**src/sd_cmd_pkg.sv**
```systemverilog
// constants, types and register map of the card command/response block
// assumes a 32-bit apb register bus and a card-side serialiser outside this block
package sd_cmd_pkg;

    // register byte offsets
    localparam logic [7:0] OFF_ARGUMENT  = 8'h18;
    localparam logic [7:0] OFF_COMMAND   = 8'h1c;
    localparam logic [7:0] OFF_REPLY_IDX = 8'h20;
    localparam logic [7:0] OFF_REPLY_W0  = 8'h24;
    localparam logic [7:0] OFF_REPLY_W1  = 8'h28;
    localparam logic [7:0] OFF_REPLY_W2  = 8'h2c;
    localparam logic [7:0] OFF_REPLY_W3  = 8'h30;
    localparam logic [7:0] OFF_LINK_CTRL = 8'h40;

    // command register fields
    localparam int KIND_MSB  = 10;
    localparam int KIND_LSB  = 8;
    localparam int DATA_BIT  = 6;
    localparam int INDEX_MSB = 5;
    localparam int INDEX_W   = 6;
    localparam int KIND_W    = 3;

    // link control register fields
    localparam int WIDE4_BIT    = 0;
    localparam int IRQEN_BIT    = 1;
    localparam int BUSY_BIT     = 8;
    localparam int IRQSEEN_BIT  = 9;

    // reply layout: payload bit 0 is the token end bit, bits 7:0 never stored
    localparam int PAYLOAD_W   = 128;
    localparam int PAYLOAD_LSB = 8;
    localparam int WORD_W      = 32;
    localparam int REPLY_WORDS = 4;
    localparam int LAST_WORD_W = 24;

    localparam logic [31:0]        REG_RESET     = 32'h0;
    localparam logic [INDEX_W-1:0] INDEX_ALL_ONES = 6'h3f;

    typedef enum logic [2:0] {
        KIND_R1_R6 = 3'h0,
        KIND_R1B   = 3'h1,
        KIND_R2    = 3'h2,
        KIND_R3_R4 = 3'h3,
        KIND_NONE  = 3'h4
    } reply_kind_t;

    // command handed to the card-side serialiser
    typedef struct packed {
        logic [INDEX_W-1:0] index;
        logic [31:0]        argument;
        logic [KIND_W-1:0]  kind;
        logic               dataCmd;
    } cmd_req_t;

    // reply returned by the card-side deserialiser
    typedef struct packed {
        logic [INDEX_W-1:0]   index;
        logic [PAYLOAD_W-1:0] payload;
    } reply_t;

endpackage : sd_cmd_pkg

```
**src/reply_capture.sv**
```systemverilog
// holds the captured reply index and reply words
// assumes capture is a one-cycle pulse from the command sequencer
`timescale 1ns/1ps
`default_nettype none
module reply_capture #(
    parameter int WORDS = sd_cmd_pkg::REPLY_WORDS
) (
    input  wire logic                               clock,
    input  wire logic                               resetn,
    input  wire logic                               ce,
    input  wire logic                               capture,
    input  wire logic [sd_cmd_pkg::KIND_W-1:0]      kind,
    input  wire sd_cmd_pkg::reply_t                 reply,
    output logic      [sd_cmd_pkg::INDEX_W-1:0]     indexOut,
    output logic      [WORDS*sd_cmd_pkg::WORD_W-1:0] wordsOut
);

    localparam int WW = sd_cmd_pkg::WORD_W;

    generate
        if (WORDS != sd_cmd_pkg::REPLY_WORDS) begin : g_bad
            $error("reply_capture: WORDS must equal the reply word count");
        end
    endgenerate

    // long and r3 replies carry no index in the token
    wire noIndex = (kind == sd_cmd_pkg::KIND_R2) || (kind == sd_cmd_pkg::KIND_R3_R4);
    wire [sd_cmd_pkg::INDEX_W-1:0] nxt_index = noIndex ? sd_cmd_pkg::INDEX_ALL_ONES : reply.index; // RULE8

    logic [sd_cmd_pkg::INDEX_W-1:0] index_ff;

    always_ff @(posedge clock) begin
        if (!resetn) begin
            index_ff <= sd_cmd_pkg::INDEX_ALL_ONES & '0;
        end else if (ce && capture) begin
            index_ff <= nxt_index; // RULE7
        end
    end
    assign indexOut = index_ff;

    // word k takes payload bits 39+32k downto 8+32k; the top word keeps 24 bits
    genvar k;
    generate
        for (k = 0; k < WORDS; k++) begin : g_word
            localparam int LO = sd_cmd_pkg::PAYLOAD_LSB + k * WW;
            localparam int VW = (k == WORDS - 1) ? sd_cmd_pkg::LAST_WORD_W : WW;
            logic [WW-1:0] word_ff;
            wire  [WW-1:0] nxt_word = WW'(reply.payload[LO +: VW]); // RULE9 RULE10 RULE11
            always_ff @(posedge clock) begin
                if (!resetn) begin
                    word_ff <= sd_cmd_pkg::REG_RESET;
                end else if (ce && capture) begin
                    word_ff <= nxt_word;
                end
            end
            assign wordsOut[k*WW +: WW] = word_ff;
        end
    endgenerate

endmodule : reply_capture
`default_nettype wire

```
**src/sd_command_response.sv**
```systemverilog
// apb register front end and command sequencer of a memory-card host controller
// assumes an outside serialiser that sends the command token and returns the reply
//
// The APB slave port was chosen for this implementation.
`timescale 1ns/1ps
`default_nettype none

// Operation
// RULE1: expected-reply field 000 R1/R6, 001 R1b, 010 R2, 011 R3/R4, 100 none.
// RULE2: data-command flag matters only for sdio interrupts in 4-bit bus mode.
// RULE3: data-command flag selects when the data line 1 interrupt is valid.
// RULE4: software sets the data-command flag for data read or write commands only.
// RULE5: six-bit command index field supplies the index sent to the card.
// RULE6: writing the command register launches it; reading returns the last written index. A write while busy is stored but not launched.
// RULE7: read-only field holds the index of the last received reply.
// RULE8: for R2 or R3 replies the reply index reads all ones.
// RULE9: R1, R1b, R6 replies put card status in word 0; other words meaningless.
// RULE10: identification or card-data queries put bits 39:8 in word 0.
// RULE11: bits 71:40, 103:72 in words 1, 2; bits 127:104 in word 3 low 24.
// RULE12: argument register goes with the command and reads back its last value.
// RULE13: with no reply expected the command ends after transmission, registers untouched.
module sd_command_response #(
    parameter int ADDR_W = 8
) (
    input  wire logic                          clock,
    input  wire logic                          resetn,
    input  wire logic                          ce,
    input  wire logic [ADDR_W-1:0]             paddr,
    input  wire logic                          psel,
    input  wire logic                          penable,
    input  wire logic                          pwrite,
    input  wire logic [31:0]                   pwdata,
    output logic      [31:0]                   prdata,
    output logic                               pready,
    output logic                               pslverr,
    output sd_cmd_pkg::cmd_req_t               cmdReq,
    output logic                               cmdValid,
    input  wire logic                          cmdReady,
    input  wire sd_cmd_pkg::reply_t            replyIn,
    input  wire logic                          replyValid,
    input  wire logic                          dataBusy,
    input  wire logic                          card_data_line_1,
    output logic                               sdioIrq,
    output logic                               busy
);

    localparam int WW = sd_cmd_pkg::WORD_W;
    localparam int NW = sd_cmd_pkg::REPLY_WORDS;

    generate
        if (ADDR_W < 8) begin : g_bad_addr
            $error("sd_command_response: ADDR_W must be at least 8");
        end
        // the field slices below rely on the package widths and positions agreeing
        if (sd_cmd_pkg::KIND_MSB - sd_cmd_pkg::KIND_LSB + 1 != sd_cmd_pkg::KIND_W) begin : g_bad_kind
            $error("sd_command_response: reply kind field does not match its width");
        end
        if (sd_cmd_pkg::INDEX_MSB + 1 != sd_cmd_pkg::INDEX_W) begin : g_bad_index
            $error("sd_command_response: command index field does not match its width");
        end
    endgenerate

    typedef enum logic [2:0] {
        ST_IDLE  = 3'b001,
        ST_SEND  = 3'b010,
        ST_AWAIT = 3'b100
    } seq_state_t;

    // true when the sequencer must wait for a reply after sending
    function automatic logic expectsReply(input logic [sd_cmd_pkg::KIND_W-1:0] kind);
        expectsReply = (kind != sd_cmd_pkg::KIND_NONE); // RULE1
    endfunction

    function automatic logic hitsOffset(input logic [ADDR_W-1:0] addr, input logic [7:0] off);
        hitsOffset = (addr == ADDR_W'(off));
    endfunction

    // ---------------- apb decode ----------------
    wire setupPhase  = psel & ~penable;
    wire accessPhase = psel & penable;
    wire selArg      = hitsOffset(paddr, sd_cmd_pkg::OFF_ARGUMENT);
    wire selCmd      = hitsOffset(paddr, sd_cmd_pkg::OFF_COMMAND);
    wire selRidx     = hitsOffset(paddr, sd_cmd_pkg::OFF_REPLY_IDX);
    wire selW0       = hitsOffset(paddr, sd_cmd_pkg::OFF_REPLY_W0);
    wire selW1       = hitsOffset(paddr, sd_cmd_pkg::OFF_REPLY_W1);
    wire selW2       = hitsOffset(paddr, sd_cmd_pkg::OFF_REPLY_W2);
    wire selW3       = hitsOffset(paddr, sd_cmd_pkg::OFF_REPLY_W3);
    wire selLink     = hitsOffset(paddr, sd_cmd_pkg::OFF_LINK_CTRL);
    wire mapped      = selArg | selCmd | selRidx | selW0 | selW1 | selW2 | selW3 | selLink;

    // the bus stalls while the clock enable holds the block frozen; a read also
    // waits until its data is loaded, so a frozen setup cycle costs one wait
    // state instead of answering with the previous read's data
    logic rdLoaded_ff;
    wire  loadRead = ce & (setupPhase | accessPhase) & ~pwrite & ~rdLoaded_ff;
    assign pready  = ce & (pwrite | rdLoaded_ff);
    assign pslverr = accessPhase & ~mapped;

    wire writeTaken = accessPhase & pwrite & ce & mapped;
    wire wrArg      = writeTaken & selArg;
    wire wrCmd      = writeTaken & selCmd;
    wire wrLink     = writeTaken & selLink;

    // ---------------- registers ----------------
    logic [31:0]                      argument_ff;
    logic [sd_cmd_pkg::INDEX_W-1:0]   cmdIndex_ff;
    logic [sd_cmd_pkg::KIND_W-1:0]    cmdKind_ff;
    logic                             cmdData_ff;
    logic                             wide4_ff;
    logic                             irqEn_ff;
    logic                             irqSeen_ff;
    logic                             sdioIrq_ff;
    logic [31:0]                      prdata_ff;
    seq_state_t                       state_ff;
    seq_state_t                       nxt_state;
    sd_cmd_pkg::cmd_req_t             cmdReq_ff;

    wire [sd_cmd_pkg::INDEX_W-1:0]    replyIndex;
    wire [NW*WW-1:0]                  replyWords;

    wire [sd_cmd_pkg::INDEX_W-1:0] nxt_cmdIndex = pwdata[sd_cmd_pkg::INDEX_MSB:0]; // RULE5
    wire [sd_cmd_pkg::KIND_W-1:0]  nxt_cmdKind  = pwdata[sd_cmd_pkg::KIND_MSB:sd_cmd_pkg::KIND_LSB];
    wire                           nxt_cmdData  = pwdata[sd_cmd_pkg::DATA_BIT];

    always_ff @(posedge clock) begin
        if (!resetn) begin
            argument_ff <= sd_cmd_pkg::REG_RESET;
        end else if (wrArg) begin
            argument_ff <= pwdata; // RULE12
        end
    end

    // the field is stored on every write, even one that cannot launch
    always_ff @(posedge clock) begin
        if (!resetn) begin
            cmdIndex_ff <= '0;
            cmdKind_ff  <= '0;
            cmdData_ff  <= 1'b0;
        end else if (wrCmd) begin
            cmdIndex_ff <= nxt_cmdIndex; // RULE6
            cmdKind_ff  <= nxt_cmdKind;
            cmdData_ff  <= nxt_cmdData; // RULE4
        end
    end

    // ---------------- command sequencer ----------------
    wire isIdle   = (state_ff == ST_IDLE);
    wire isSend   = (state_ff == ST_SEND);
    wire isAwait  = (state_ff == ST_AWAIT);
    // a launch while a command is in flight is dropped to keep the token intact
    wire launch   = wrCmd & isIdle; // RULE6
    wire sent     = isSend & cmdReady;
    wire capture  = isAwait & replyValid;

    always_comb begin
        nxt_state = state_ff;
        unique case (state_ff)
            ST_IDLE: begin
                if (launch) begin
                    nxt_state = ST_SEND;
                end
            end
            ST_SEND: begin
                if (sent) begin
                    nxt_state = expectsReply(cmdReq_ff.kind) ? ST_AWAIT : ST_IDLE; // RULE13
                end
            end
            ST_AWAIT: begin
                if (replyValid) begin
                    nxt_state = ST_IDLE;
                end
            end
            default: begin
                nxt_state = ST_IDLE;
            end
        endcase
    end

    always_ff @(posedge clock) begin
        if (!resetn) begin
            state_ff <= ST_IDLE;
        end else if (ce) begin
            state_ff <= nxt_state;
        end
    end

    always_ff @(posedge clock) begin
        if (!resetn) begin
            cmdReq_ff <= '0;
        end else if (launch) begin
            cmdReq_ff <= '{index: nxt_cmdIndex, argument: argument_ff, kind: nxt_cmdKind,
                           dataCmd: nxt_cmdData}; // RULE5 RULE12
        end
    end

    assign cmdReq   = cmdReq_ff;
    assign cmdValid = isSend;
    assign busy     = ~isIdle;

    // reply words only change on a capture, never for a no-reply command
    reply_capture #(
        .WORDS (NW)
    ) u_reply (
        .clock    (clock),
        .resetn   (resetn),
        .ce       (ce),
        .capture  (capture), // RULE7 RULE13
        .kind     (cmdReq_ff.kind),
        .reply    (replyIn),
        .indexOut (replyIndex),
        .wordsOut (replyWords)
    );

    // ---------------- sdio interrupt window ----------------
    // in 1-bit mode line 1 carries no interrupt, so the flag is ignored there
    wire irqPath    = wide4_ff & irqEn_ff; // RULE2
    // a data command leaves line 1 to the data path while it is busy
    wire windowOpen = irqPath & (~cmdReq_ff.dataCmd | ~dataBusy); // RULE3
    wire irqClear   = wrLink & pwdata[sd_cmd_pkg::IRQSEEN_BIT];

    always_ff @(posedge clock) begin
        if (!resetn) begin
            wide4_ff   <= 1'b0;
            irqEn_ff   <= 1'b0;
            sdioIrq_ff <= 1'b0;
            irqSeen_ff <= 1'b0;
        end else if (ce) begin
            if (wrLink) begin
                wide4_ff <= pwdata[sd_cmd_pkg::WIDE4_BIT];
                irqEn_ff <= pwdata[sd_cmd_pkg::IRQEN_BIT];
            end
            // line 1 interrupt is signalled low by the card
            sdioIrq_ff <= windowOpen & ~card_data_line_1; // RULE3
            // a new interrupt wins over a clear in the same cycle
            irqSeen_ff <= sdioIrq_ff | (irqSeen_ff & ~irqClear);
        end
    end
    assign sdioIrq = sdioIrq_ff;

    // ---------------- read data ----------------
    // images are built field by field so the bit map lives only in the package
    logic [31:0] cmdRead;
    logic [31:0] ridxRead;
    logic [31:0] linkRead;
    always_comb begin
        cmdRead  = sd_cmd_pkg::REG_RESET;
        ridxRead = sd_cmd_pkg::REG_RESET;
        linkRead = sd_cmd_pkg::REG_RESET;
        cmdRead[sd_cmd_pkg::KIND_MSB:sd_cmd_pkg::KIND_LSB] = cmdKind_ff; // RULE1
        cmdRead[sd_cmd_pkg::DATA_BIT]                      = cmdData_ff;
        cmdRead[sd_cmd_pkg::INDEX_MSB:0]                   = cmdIndex_ff; // RULE6
        ridxRead[sd_cmd_pkg::INDEX_MSB:0]                  = replyIndex; // RULE7
        linkRead[sd_cmd_pkg::WIDE4_BIT]                    = wide4_ff;
        linkRead[sd_cmd_pkg::IRQEN_BIT]                    = irqEn_ff;
        linkRead[sd_cmd_pkg::BUSY_BIT]                     = busy;
        linkRead[sd_cmd_pkg::IRQSEEN_BIT]                  = irqSeen_ff;
    end
    wire [31:0] nxt_prdata =
        selArg  ? argument_ff :
        selCmd  ? cmdRead :
        selRidx ? ridxRead :
        selW0   ? replyWords[0*WW +: WW] :
        selW1   ? replyWords[1*WW +: WW] :
        selW2   ? replyWords[2*WW +: WW] :
        selW3   ? replyWords[3*WW +: WW] :
        selLink ? linkRead : sd_cmd_pkg::REG_RESET;

    // set once the read data is loaded, cleared when the access completes
    always_ff @(posedge clock) begin
        if (!resetn) begin
            rdLoaded_ff <= 1'b0;
        end else if (ce) begin
            rdLoaded_ff <= psel & ~pwrite & ~(penable & rdLoaded_ff);
        end
    end

    // loaded in the setup cycle, so a running block answers the access at once
    always_ff @(posedge clock) begin
        if (!resetn) begin
            prdata_ff <= sd_cmd_pkg::REG_RESET;
        end else if (loadRead) begin
            prdata_ff <= nxt_prdata;
        end
    end
    assign prdata = prdata_ff;

endmodule : sd_command_response
`default_nettype wire

```
**config.mk**
```make
export PLATFORM = sky130hd
export DESIGN_NAME = sd_command_response
export DESIGN_NICKNAME = d
export VERILOG_FILES = /design/src/sd_cmd_pkg.sv /design/src/reply_capture.sv /design/src/sd_command_response.sv
export SDC_FILE = /design/constraint.sdc
export NUM_CORES = 1
export LEC_CHECK = 0
export ABC_CLOCK_PERIOD_IN_PS = 3200
export CAP_MARGIN = 20
export CORE_MARGIN = 2
export CORE_UTILIZATION = 45
export CTS_CLUSTER_DIAMETER = 30
export CTS_CLUSTER_SIZE = 28
export DETAILED_ROUTE_END_ITERATION = 8
export DONT_BUFFER_PORTS = 1
export SLEW_MARGIN = 10
export SYNTH_ARGS = -nofsm -noshare
export SYNTH_HDL_FRONTEND = slang
export SYNTH_SLANG_ARGS = --single-unit
```
**constraint.sdc**
```tcl
create_clock -name clock -period 3.2 [get_ports clock]
set_input_delay 0.64 -clock clock [delete_from_list [all_inputs] [get_ports clock]]
set_output_delay 0.64 -clock clock [all_outputs]
set_load 0.005 [all_outputs]
```
-- Yosys cells after proc, flatten, opt, wreduce, memory -nomap -nowiden
Index checks and enable logic that the tools add are counted.
- add/sub/neg operators: 0
- multiply operators: 0
- divide/modulo/power cells: 0
- $lt $le $gt $ge: 0
- eq/ne operators: 17
- shift operators: 0
- mux-type cells: 14
- bitwise gates (word level): 45
- reduce and logical (&&, ||, !) cells: 4
- operators by type and width (operator ; number):
    $mux W32 ; 6
    $eq A8 B6 Y1 const B ; 5
    $and A1 B1 Y1 ; 24
    $mux W24 ; 1
    $eq A8 B5 Y1 const B ; 2
    $mux W3 ; 4
    $or A1 B1 Y1 ; 11
    $mux W10 ; 1
    $not A1 Y1 ; 10
    $eq A3 B2 Y1 const B ; 3
    $pmux W3 S3 ; 1
    $eq A8 B7 Y1 const B ; 1
    $mux W6 ; 1
    $ne A2 B1 Y1 const B ; 2
    $reduce_and A4 Y1 ; 1
    $eq A3 B1 Y1 const B ; 1
    $eq A3 B3 Y1 const B ; 1
    $ne A3 B3 Y1 const B ; 1
    $ne A2 B2 Y1 const B ; 1
    $reduce_and A2 Y1 ; 1
    $logic_and A1 B1 Y1 ; 1
    $logic_or A1 B1 Y1 ; 1
- flip-flop bits (word level): 250
- latch bits: 0
- RAM bits: 0
- memory bits (read-only): 0
- input bits: 184
- output and inout port bits: 79
- memories: 0

-- Logic depth before layout (Yosys ltp)
Gate-level depths: netlist of run 1.
- word-level depth: 14
- mapped depth: 8

-- Modules after synthesis
From an unflattened synthesis of run 1, not the netlist that was laid out.
- cell total of the unflattened synthesis: 1348
- area, all modules: 11663.7 um2
- modules (own cells, without submodules) (module ; times used ; cells an instance ; area an instance (um2)):
    sd_command_response ; 1 ; 771 ; 6143.4
    reply_capture ; 1 ; 577 ; 5520.3

-- Worst setup path before layout of run 1
No wires, ideal clock.
- kind: input to output
- start point: input port paddr[6]
- end point: output port pslverr
- arrival: 1.807 ns
- required time: 2.560 ns
- path slack: 0.753 ns
- cell stages on the path: 4
- buffers on the path: 1
- cells stage by stage: nor4b_1 clkbuf_1 a21oi_1 o2111a_1
- cells in the longest elaborated chain, start to end: 10
- ends and longest elaborated chain (element ; RTL line ; text):
    start: declaration ; sd_command_response.sv:28 ; input wire logic [ADDR_W-1:0] paddr,
    $eq A8 B5 Y1 ; sd_command_response.sv:75 ; hitsOffset = (addr == ADDR_W'(off));
    $or A1 B1 Y1 (6 in series) ; sd_command_response.sv:89 ; wire mapped = selArg | selCmd | selRidx | selW0 | selW1 | selW2 | selW3 | selLink;
    $or A1 B1 Y1 (*) ; sd_command_response.sv:89 ;
    $not A1 Y1 (*) ; sd_command_response.sv:97 ; assign pslverr = accessPhase & ~mapped;
    $and A1 B1 Y1 (*) ; sd_command_response.sv:97 ;
    end: declaration ; sd_command_response.sv:35 ; output logic pslverr,
Every way passes the cells marked *; elsewhere a longest branch is shown, timed or not.

-- Final worst setup path of run 1
- start point: input port paddr[1]
- end point: output port pslverr
Same word-level chain as after synthesis.

==> results of run 1 <==
==> path summary, 6_finish.rpt <==
check        slack [ps]  cells after the start                             to                     startpoint
max                 790                      5                        pslverr                       paddr[1]
min                 230                      2  u_reply.g_word[1].word_ff[26]                    replyIn[66]
max reg2reg        1180                      4                     prdata[20]                    rdLoaded_ff
min reg2reg         450                      2  u_reply.g_word[2].word_ff[20]  u_reply.g_word[2].word_ff[20]
==> through the flow <==
step	utilization, %	total power [W]	hold slack, ps	cell area (µm²)
after detailed placement	47.0	0.00340	444	10700
after CTS	55.2	0.00902	208	12600
after global routing	55.2	0.00919	222	12600
after global placement	47.0	0.00340	438	10700
after floorplan	-	0.00336	431	10500
final	55.2	0.00896	226	12600
==> routing by layer <==
metal	GRT usage, %	part of all wire (%)
met5	0	0
met4	9.09	2.5
met3	8.28	8.6
met2	42.2	47
met1	33.0	42
==> cell usage after synthesis (4+ instances only) <==
cell type / number
sky130_fd_sc_hd__a22o_1: 4
sky130_fd_sc_hd__nand2_1: 361
sky130_fd_sc_hd__a2111oi_0: 5
sky130_fd_sc_hd__o2bb2ai_1: 16
sky130_fd_sc_hd__nor2_1: 21
sky130_fd_sc_hd__a31oi_1: 12
sky130_fd_sc_hd__nor2b_1: 6
sky130_fd_sc_hd__buf_6: 5
sky130_fd_sc_hd__a211oi_1: 5
sky130_fd_sc_hd__inv_1: 9
sky130_fd_sc_hd__o21ai_0: 78
sky130_fd_sc_hd__nand3_1: 48
sky130_fd_sc_hd__dfxtp_1: 250
sky130_fd_sc_hd__buf_1: 6
sky130_fd_sc_hd__a21oi_1: 237
sky130_fd_sc_hd__clkbuf_1: 93
sky130_fd_sc_hd__buf_2: 11
sky130_fd_sc_hd__a22oi_1: 10
sky130_fd_sc_hd__and4_1: 9
sky130_fd_sc_hd__mux2i_1: 26
sky130_fd_sc_hd__nor3_1: 30
sky130_fd_sc_hd__a221oi_1: 14
==> flip-flops by register name, summed over array words and instances, names as in the netlist <==
register                cells
cmdKind_ff                  3
u_reply.g_word.word_ff    120
argument_ff                32
prdata                     32
sdioIrq                     1
cmdReq                     42
u_reply.indexOut            6
irqEn_ff                    1
rdLoaded_ff                 1
irqSeen_ff                  1
wide4_ff                    1
state_ff                    3
cmdData_ff                  1
cmdIndex_ff                 6
==> worst max-delay path, delay by kind of cell <==
kind,cells,cell delay (ps)
and+or+nand+nor,2,550
AOI/OAI and AO/OA,2,300
buffers and inverters,1,270
==> layout make-up <==
class / instances / share of cell area [%]
Clock inverter: 25 / 2.85
Sequential cell: 250 / 39.8
Multi-Input combinational cell: 958 / 39.9
Antenna cell: 1 / 0.0199
Timing Repair Buffer: 26 / 2.05
Inverter: 9 / 0.308
Clock buffer: 69 / 12.0
Tap cell: 313 / 3.11
==> power breakdown <==
group          switching, W  internal, W
clock               0.00170      0.00392
combinational      0.000121    0.0000573
sequential        0.0000204      0.00314
total               0.00184      0.00712
==> kinds of logic (layout without fill, tap and decap cells) <==
| family | Yosys count | count (layout) | share of synthesized area (%) |
|---|---|---|---|
| mux | 28 | 28 | 2.80 |
| other cells | 0 | 1 | 0 |
| buf+inv | 126 | 129 | 5.06 |
| flops | 250 | 250 | 47.7 |
| simple gates | 516 | 516 | 21.6 |
| compound gates | 414 | 414 | 22.8 |
==> impl.org, run 1 <==
** Placed design
- Final weighted congestion in routability-driven placement :: 0.881
- Placed Cells incl. Taps :: ~1600
- Once detailed placement completed, the half-perimeter wirelength came to 22200 µm.
- Number of I/O port buffers :: 0
- Pre-CTS setup slack :: 656 ps

** Setup path
- The critical path is of the input pin to output pin type.
- On the worst path, the slowest cell contributes a delay of 340 ps.
- Crit end category :: output pin
- At the worst endpoint, the required time is 2560 ps.
- Type of origin of the critical path :: input pin
- Arrival time at the worst endpoint :: ~1800 ps
- Cell-by-cell listing of the critical path :: nor2_1 > buf_4 > and2_1 > o21ai_0 > o2111a_1
- Peak fanout along the critical path :: 12
- Slowest cell on crit path :: sky130_fd_sc_hd__nor2_1

** Floorplanning
- The die covers 24600 µm².
- The die is 157 µm wide.
- Number of placed I/O pins :: 263
- Std cell rows :: 55
- Initial core utilization :: a little under half
- Floorplan Core Area :: about 23000 µm²
- Measured along the y axis, the die boundary spans 157 µm.

** Run status
- The flow ran to the end, and the final reports show no timing, DRC or antenna violations.

** Layout
- Non-filler cells, final :: about 1700
- In the layout the commonest cells are 361 x sky130_fd_sc_hd__nand2_1, 250 x sky130_fd_sc_hd__dfxtp_1, 237 x sky130_fd_sc_hd__a21oi_1.
- Relative to the synthesized area, the layout overhead comes to 19.8%.
- The library cell used most frequently in the layout, excluding fill and tap cells, is sky130_fd_sc_hd__nand2_1.
- Fill cells in the final layout number 2176.
- Footprint of the multi-input gates :: 5020 µm²
- Final-stage net count :: 1481
- Seq. cell area :: between 5000 and 6000 µm²
- Ratio of cells with drive above 1 in the final layout :: between 10% and 20%

** Synthesis
- Yosys attributes the largest share of cell area to sky130_fd_sc_hd__dfxtp_1 48%, sky130_fd_sc_hd__nand2_1 13%, sky130_fd_sc_hd__a21oi_1 11%, sky130_fd_sc_hd__o21ai_0 3.7%, sky130_fd_sc_hd__clkbuf_1 3.3%.
- For this run, the number of Yosys warnings is 0.
- Area share of the leading cell type in the synthesized netlist :: 47.7%
- Synthesis instantiated 65 different standard cells from the library.
- The number of nets handed over by synthesis was 1518.
- The synthesized design spends more area on one cell type than any other, namely sky130_fd_sc_hd__dfxtp_1.
- Count of state elements after synthesis :: 250
- Synthesis produced a netlist whose cell count is 1334.
- Synth Cell Area :: 10500 µm²
- In this run, synthesis inferred 0 flip-flops with an integrated enable.
- Post-synthesis average cell area :: 7.87 µm²
- Most instantiated flip-flop cell in the synthesis netlist :: sky130_fd_sc_hd__dfxtp_1
- Sequential fraction of the synthesis area :: 47.7%
- In the synthesized netlist the async set-or-reset flop fraction comes to 0%.

** Drt
- First-iteration detailed-routing DRC count :: 680
- In the final routed layout, each cell accounts on average for slightly above 20 µm.
- Aggregate routed wire length :: 33200 µm
- DRC Markers :: 0
- Via count :: around 9400
- After detailed routing, the number of vias per cell comes to 5.72.
- 1st-pass router iterations :: 5
- Antenna Violating Nets Remaining :: 0

** Job
- Reported max-cap violation count :: 0

** Clock network
- Buffers inserted by post-CTS timing repair :: 0
- After clock tree synthesis, the flow added hold-fix buffers numbering 0.
- Clock transition at the registers of the reported paths :: roughly 50 ps
- No sink is reached through more buffers than the 3 on the longest clock path.
- Clock Sinks :: 250
- Number of gates resized after cts :: 0
- The clock reaches the later pin of the worst-skew pair after 550 ps.
- TritonCTS clock tree :: yes
- The H-tree was split into 2 levels.
- Cell chosen for the clock root :: sky130_fd_sc_hd__clkbuf_16
- Clock tree synthesis inserted a total of 52 buffers.

** Timing
- The number of pins with negative max-slew slack in the final report was 0.
- For the pin with the worst max-slew slack, the measured transition is 1040 ps.
- Static timing analysis puts the maximum clock frequency at 0.415 GHz.
- Setup violations remaining at the end of the flow were counted as 0.
- The clock arrives with between 10 and 15 ps of skew.
- For the finished layout, the period the worst path requires is 2410 ps.
- Relative max-transition margin :: 30.4%
- Fin Setup TNS :: 0 ps
- Final Cycle Share :: 75.3%
- Min setup slack post-route :: 789 ps
- The number of endpoints with negative hold slack in the final report came to 0.
- Setup repair after global routing missed its margin :: no

** Power and ir drop
- For this design the static power due to leakage is 4.13 nW.
- Peak ir drop on the vdd network :: around 0.45 mV
- In this run the power density over the cells is 713 nW/µm².

** Global route
- The first global-routing pass estimated around 50000 µm of wire.
- Global routing used between 20% and 30% of the available tracks across all layers.
- Maximum number of pins on one net before global-route repair :: around 130
- Residual overflow from global routing :: 0
- The number of antenna violations at the first check in global routing came to 1.
- The number of global-route vias before repair was 8872.

** Min path
- The path class of the tightest hold or removal check is input pin to flip-flop.
No activity file was read; power rests on OpenSTA's default activity.
==> run 2: changes to the inputs <==
--- a/config.mk
+++ b/config.mk
@@ -5,7 +5,7 @@
 export SDC_FILE = /design/constraint.sdc
 export NUM_CORES = 1
 export LEC_CHECK = 0
-export ABC_CLOCK_PERIOD_IN_PS = 3200
+export ABC_CLOCK_PERIOD_IN_PS = 2250
 export CAP_MARGIN = 20
 export CORE_MARGIN = 2
 export CORE_UTILIZATION = 45
==> constraint.sdc (replaced) <==
create_clock -name clock -period 2.25 [get_ports clock]
set_input_delay 0.45 -clock clock [delete_from_list [all_inputs] [get_ports clock]]
set_output_delay 0.45 -clock clock [all_outputs]
set_load 0.005 [all_outputs]
==> impl.org, run 2 (same netlist as run 1, synthesis figures left out) <==
** Run status
- The run finished with clean final reports.

** Power and ir drop
- In this run the static leakage power is 4.23 nW.
- Dividing total power by cell area gives a power density of just over 1000 nW/µm².
- VDD sags by at most 0.699 mV.

** Drt
- Via count :: 9582
- First-iteration detailed-routing DRC count :: 694
- Aggregate routed wire length :: 33300 µm
- The detail route stage leaves a number of antenna-violating nets equal to 0.
- Detailed-route vias per instance :: roughly 5.8
- Average wire per standard cell :: roughly 20 µm
- DRC Markers :: 0
- The first detailed-routing pass took 5 iterations.

** Placed design
- Summing all placed instances gives a cell area of 10900 µm².
- Final weighted congestion in routability-driven placement :: 0.866
- Number of I/O port buffers :: 0
- Once detailed placement completed, the half-perimeter wirelength came to 22400 µm.

** Layout
- The post-route netlist has 11.1% of its cells at a drive strength greater than 1.
- The final layout contains 1495 nets.
- Number of flip-flops in the largest register :: 120
- The library cell used most frequently in the layout, excluding fill and tap cells, is sky130_fd_sc_hd__nand2_1.
- Fill cell instance count of the final layout :: 2150
- Post-route cell area :: around 13000 µm²
- The library cells used most frequently in the layout, excluding fill and tap cells, are 361 x sky130_fd_sc_hd__nand2_1, 250 x sky130_fd_sc_hd__dfxtp_1, 237 x sky130_fd_sc_hd__a21oi_1.
- Layout area overhead :: 21.7%
- More flip-flops sit in one register than any other, and that register is u_reply.g_word.word_ff.
- Post-layout util :: 56.1%

** Timing
- Setup repair after global routing left no endpoint under its margin.
- Slew Viols, Final :: 0
- Final Cycle Share :: between 90 and 100%
- Setup total negative slack on the finished layout was measured at 0 ps.
- The clock arrives with 10.9 ps of skew.
- For the pin with the worst max-slew slack, the measured transition is 572 ps.
- Number of hold violations in the final report :: 0
- Hold timing on the final database bottoms out at a slack of 45.7 ps.
- Total setup violations reported at the end of the flow :: 0
- For the finished layout, the period the worst path requires is 2110 ps.
- Maximum operating frequency :: 0.473 GHz
- Relative max-transition margin :: 61.8%

** Floorplanning
- The floorplan step set the die width to 157 µm.
- The floorplan step defined a core boundary enclosing roughly 23000 µm².
- The die is around 160 µm tall.
- 263 I/O pins were placed.
- Die Footprint :: 24600 µm²
- For this configuration, the core starts out at a cell density of 46.1%.
- Row generation in the floorplan step produced 55 rows.

** Global route
- Initial antenna violation count :: 2
- Entering global routing, the biggest net connects between 100 and 150 pins.
- Via count of the first global-routing pass :: 9291
- After global routing the overflow that remains totals 0.
- The first global-routing pass estimated 50900 µm of wire.
- For this run, the total global-route usage over all layers was measured as 26.5%.

** Clock network
- Clock latency reported for the late side of the worst-skew pair :: approximately 540 ps
- Buffers inserted by post-CTS timing repair :: 0
- Largest buffer count on any clock path :: 3
- H-tree lvl count :: 2
- After clock tree synthesis, the clock-pin slew on the worst setup and hold paths is 50 ps.
- Counting the buffers created by CTS gives 52.
- Hold repair after CTS inserted 0 buffers.
- TritonCTS clock tree :: yes
- Cell chosen for the clock root :: sky130_fd_sc_hd__clkbuf_16
- Post-CTS repair changed the size of 0 cells.
- Clock Sinks :: 250

** Setup path
- Combined buffer and inverter count along the critical path :: 2
- At the worst endpoint, the arrival time is 1660 ps.
- STA puts the critical path data required time at 1800 ps.
- Among cell families on the critical path, the largest total delay comes from flip-flops.
- Type of origin of the critical path :: flip-flop
- Critical Setup Path Class :: flip-flop to output pin
- STA classifies the critical path endpoint as an output pin.
- Along the worst path, the maximum fanout reaches 43.
- The largest single stage delay on the critical path is 460 ps.
- Among all stages on the critical path, the largest delay is contributed by sky130_fd_sc_hd__dfxtp_1.
- Cell-by-cell listing of the critical path :: nor3b_2 > inv_1 > buf_4

** Job
- Max-cap violations in this run came to 0.

** Min path
- The tightest min-delay check is of the input pin to flip-flop type.
==> run 2: cell types whose count changed in the layout (fill, tap and decap cells not counted), sizes merged <==
cell      before  now
buf           26   40
bufinv         8   10
clkbuf        69   68
clkinv        12   10
clkinvlp       4    6
==> run 2: routing by layer <==
layer | vias to the layer above | track usage (%) | part of all wire (%)
met2 | 331 | 43.7 | 48
met1 | 4540 | 32.5 | 41
met3 | 70 | 7.81 | 8.5
li1 | 4639 | - | -
met5 | - | 0 | 0.030
met4 | 2 | 10.3 | 3.0
==> run 2: layout make-up <==
cell class                      instances  area [µm²]  share of cell area (%)
Sequential cell                       250        5000                    39.2
Antenna cell                            1        2.50                  0.0196
Timing Repair Buffer                   40         425                    3.33
Inverter                                9        38.8                   0.303
Clock inverter                         27         419                    3.28
Tap cell                              313         392                    3.06
Clock buffer                           68        1480                    11.6
Multi-Input combinational cell        958        5020                    39.2
==> run 2: through the flow <==
| step | cells | worst slack, ps | total power, W |
|---|---|---|---|
| 2_1_floorplan | 1334 | 150 | 0.00478 |
| 3_3_place_gp | 1570 | 151 | 0.00484 |
| 3_5_place_dp | 1570 | 101 | 0.00484 |
| 4_1_cts | 1665 | 123 | 0.0130 |
| 5_1_grt | 1665 | 72.4 | 0.0133 |
| 6_report | 1666 | 137 | 0.0129 |
==> run 2: path summary, 6_finish.rpt <==
path / from / end / slack, ps / cells after the start
setup / recovery: state_ff[0] / busy / 140 / 3
hold / removal: pwdata[15] / argument_ff[15] / 50 / 2
setup reg to reg: state_ff[1] / u_reply.g_word[1].word_ff[27] / 500 / 5
hold reg to reg: u_reply.g_word[2].word_ff[5] / u_reply.g_word[2].word_ff[5] / 450 / 2
==> run 2: where the power goes <==
part	switching [W]	internal, W
combinational	0.000171	0.0000908
sequential	0.0000287	0.00447
clock	0.00242	0.00575
total	0.00262	0.0103
==> run 3: changes to the inputs <==
--- a/config.mk
+++ b/config.mk
@@ -5,7 +5,7 @@
 export SDC_FILE = /design/constraint.sdc
 export NUM_CORES = 1
 export LEC_CHECK = 0
-export ABC_CLOCK_PERIOD_IN_PS = 2250
+export ABC_CLOCK_PERIOD_IN_PS = 1700
 export CAP_MARGIN = 20
 export CORE_MARGIN = 2
 export CORE_UTILIZATION = 45
==> constraint.sdc (replaced) <==
create_clock -name clock -period 1.7 [get_ports clock]
set_input_delay 0.34 -clock clock [delete_from_list [all_inputs] [get_ports clock]]
set_output_delay 0.34 -clock clock [all_outputs]
set_load 0.005 [all_outputs]
==> impl.org, run 3 (same netlist as run 1, synthesis figures left out) <==
** Placed design
- The congestion estimate from routability-driven global placement came to 0.884.
- Total half-perimeter wirelength after legalization and detailed placement :: 23600 µm
- Pre-CTS setup slack :: -172 ps
- Input and output buffers added on the ports amount to 0.

** Floorplanning
- The floorplan step defined a die boundary enclosing ~25000 µm².
- In this run the vertical extent of the chip is approximately 160 µm.
- Floorplan Core Area :: 22800 µm²
- DIE WIDTH :: 157 µm
- The initial utilization of the core area, before any placement, comes to 46.1%.
- The initialized floorplan defines between 50 and 60 standard-cell rows.
- Number of placed I/O pins :: 263

** Drt
- Dividing the detail-routed via count by the number of cells gives 5.79.
- DRC Markers :: 0
- After detailed routing, the average wire length per cell comes to 21.3 µm.
- The first detailed-routing pass ran for 5 iterations.
- Summing over every cut layer, the via total after detailed routing is 10900.
- For this block, the initial DRC count from the detailed router was between 900 and 1000.
- In this run the remaining antenna-violating nets after routing total 0.
- Aggregate routed wire length :: 40100 µm

** Clock network
- Largest buffer count on any clock path :: 3
- The cell sitting at the root of the clock tree is a sky130_fd_sc_hd__clkbuf_16.
- Buffers inserted during clock tree synthesis total 56.
- For the worst-skew pair, the clock arrives at the later sink with an insertion delay of 560 ps.
- CTS built an H-tree with a depth of 2.
- TritonCTS built the clock tree.
- After clock tree synthesis, the clock-pin slew on the worst setup and hold paths is 40 ps.
- The clock drives between 200 and 300 sinks.

** Global route
- Initial antenna violation count :: 0
- Met3 GRT Util :: 7.31%
- Met2 usage :: 50.3%
- Wire length of the first global-routing pass :: 57100 µm
- In the global route stage, overall resource usage came out at 29.7%.
- The number of global-route vias before repair is 10500.
- Residual overflow from global routing :: 0
- Entering global routing, the biggest net connects 77 pins.
- For this run, global-route usage on met1 was measured as between 30 and 40%.
- met2 is the most crowded layer.

** Power and ir drop
- For this design the ratio of total power to cell area is 1130 nW/µm².
- VDD sags by at most 1.10 mV.
- Leakage power summed over all cells :: 5.34 nW

** Layout
- Layout area overhead :: 49.4%
- Final-stage net count :: around 1700
- The register with the most flip-flops in the layout has 120 of them.
- Cells fill 68.9% of the core in the end.
- Cells with a size suffix above 1 make up 19.2% of the layout.
- Counting flops per register, the top entry is u_reply.g_word.word_ff.
- The library cell used most frequently in the layout, excluding fill and tap cells, is sky130_fd_sc_hd__nand2_1.
- Most frequent cells in the layout :: 358 x sky130_fd_sc_hd__nand2_1, 247 x sky130_fd_sc_hd__dfxtp_1, 211 x sky130_fd_sc_hd__a21oi_1
- Antenna cells :: 0

** Min path
- Worst hold path class :: input pin to flip-flop
- The worst hold path begins at pwdata[9].

** Timing
- Between clock sinks in the finished design, the worst skew comes to between 15 and 20 ps.
- The number of endpoints with negative hold slack in the final report is 0.
- Fin Setup TNS :: -2510 ps
- Derived from the worst setup path, the maximum achievable clock frequency is about 0.54 GHz.
- Setup repair after global routing missed its margin :: yes
- For the pin with the worst max-slew slack, the measured transition is roughly 700 ps.
- Once routing completed, OpenROAD measured the worst setup slack at -141 ps.
- Relative max-transition margin :: ~52%
- Final Cycle Share :: 108%
- Setup violations remaining at the end of the flow were counted as 40.
- Minimum clock period :: about 1800 ps
- The number of pins with negative max-slew slack in the final report was 0.

** Job
- Reported max-cap violation count :: 0

** Setup path
- Crit end category :: output pin
- The critical path starts at state_ff[1].
- Critical Setup Path Class :: flip-flop to output pin
- Arrival time at the worst endpoint :: roughly 1500 ps
- Type of origin of the critical path :: flip-flop
- Worst path required time :: 1360 ps
- The worst register-to-register path has a setup slack of -100 ps.
- Peak fanout along the critical path :: 6
- The startpoint identified for the worst register-to-register timing path is state_ff[2].

** Run status
- The checks that failed: negative setup slack.
- Outcome :: complete, but fails checks
-- run 3: cell count changes in the layout (fill, tap and decap cells not counted), sizes merged --
| cell | delta |
|---|---|
| buf | +44 |
| bufbuf | +1 |
| bufinv | -1 |
| clkbuf | +4 |
| clkinv | +3 |
| clkinvlp | +6 |
| diode | -1 |
| dlygate4sd3 | +164 |
-- run 3: layer usage --
metal / wire (µm) / vias up / share of wire [%]
met5: 0 / - / 0
met4: 1210 / 0 / 3.0
met3: 3340 / 94 / 8.3
met2: 19700 / 459 / 49
met1: 15900 / 5278 / 40
li1: - / 5089 / -
-- run 3: path summary, 6_finish.rpt --
path / to / cells past startpoint
worst max register to register: u_reply.g_word[0].word_ff[8] / 9
worst min register to register: u_reply.g_word[1].word_ff[31] / 2
worst min-delay path: irqSeen_ff / 2
worst max-delay path: busy / 4
-- run 3: timing repair --
item / CTS / global route
setup endpoints to repair: 2 / 110
hold endpoints to repair: 213 / 0
resized for setup: 8 / 74
setup buffers: 6 / 6
gates cloned: 2 / 12
pin swaps: 1 / 5
hold buffers: 164 / 0
-- run 3: final cells by class --
type,instances,area (µm²)
clock buffer,65,1500
clock inverter,35,460
fill,1758,7090
inverter,9,38.8
multi-input combinational,958,5410
sequential,250,5010
tap,313,392
timing repair buffer,256,2870
-- run 3: metrics by stage --
stage / cells / hold slack [ps] / total power (W) / instance area, µm²
after global routing: 1886 / 3.85 / 0.0182 / 15700
after global placement: 1595 / 441 / 0.00644 / 11400
after detailed placement: 1595 / 446 / 0.00644 / 11400
after CTS: 1867 / 0.222 / 0.0178 / 15200
after floorplan: 1334 / 431 / 0.00633 / 10800
final: 1886 / 20.3 / 0.0178 / 15700
-- run 3: where the power goes --
group | switching [W] | internal, W
sequential | 0.0000410 | 0.00591
combinational | 0.000342 | 0.000405
clock | 0.00347 | 0.00761
-- run 3: worst max-delay path, stage by stage (launching register included) --
cell and delay, ps:
sky130_fd_sc_hd__dfxtp_2 350, sky130_fd_sc_hd__nor3b_4 260, sky130_fd_sc_hd__inv_2 100, sky130_fd_sc_hd__buf_12 140, sky130_fd_sc_hd__buf_6 100
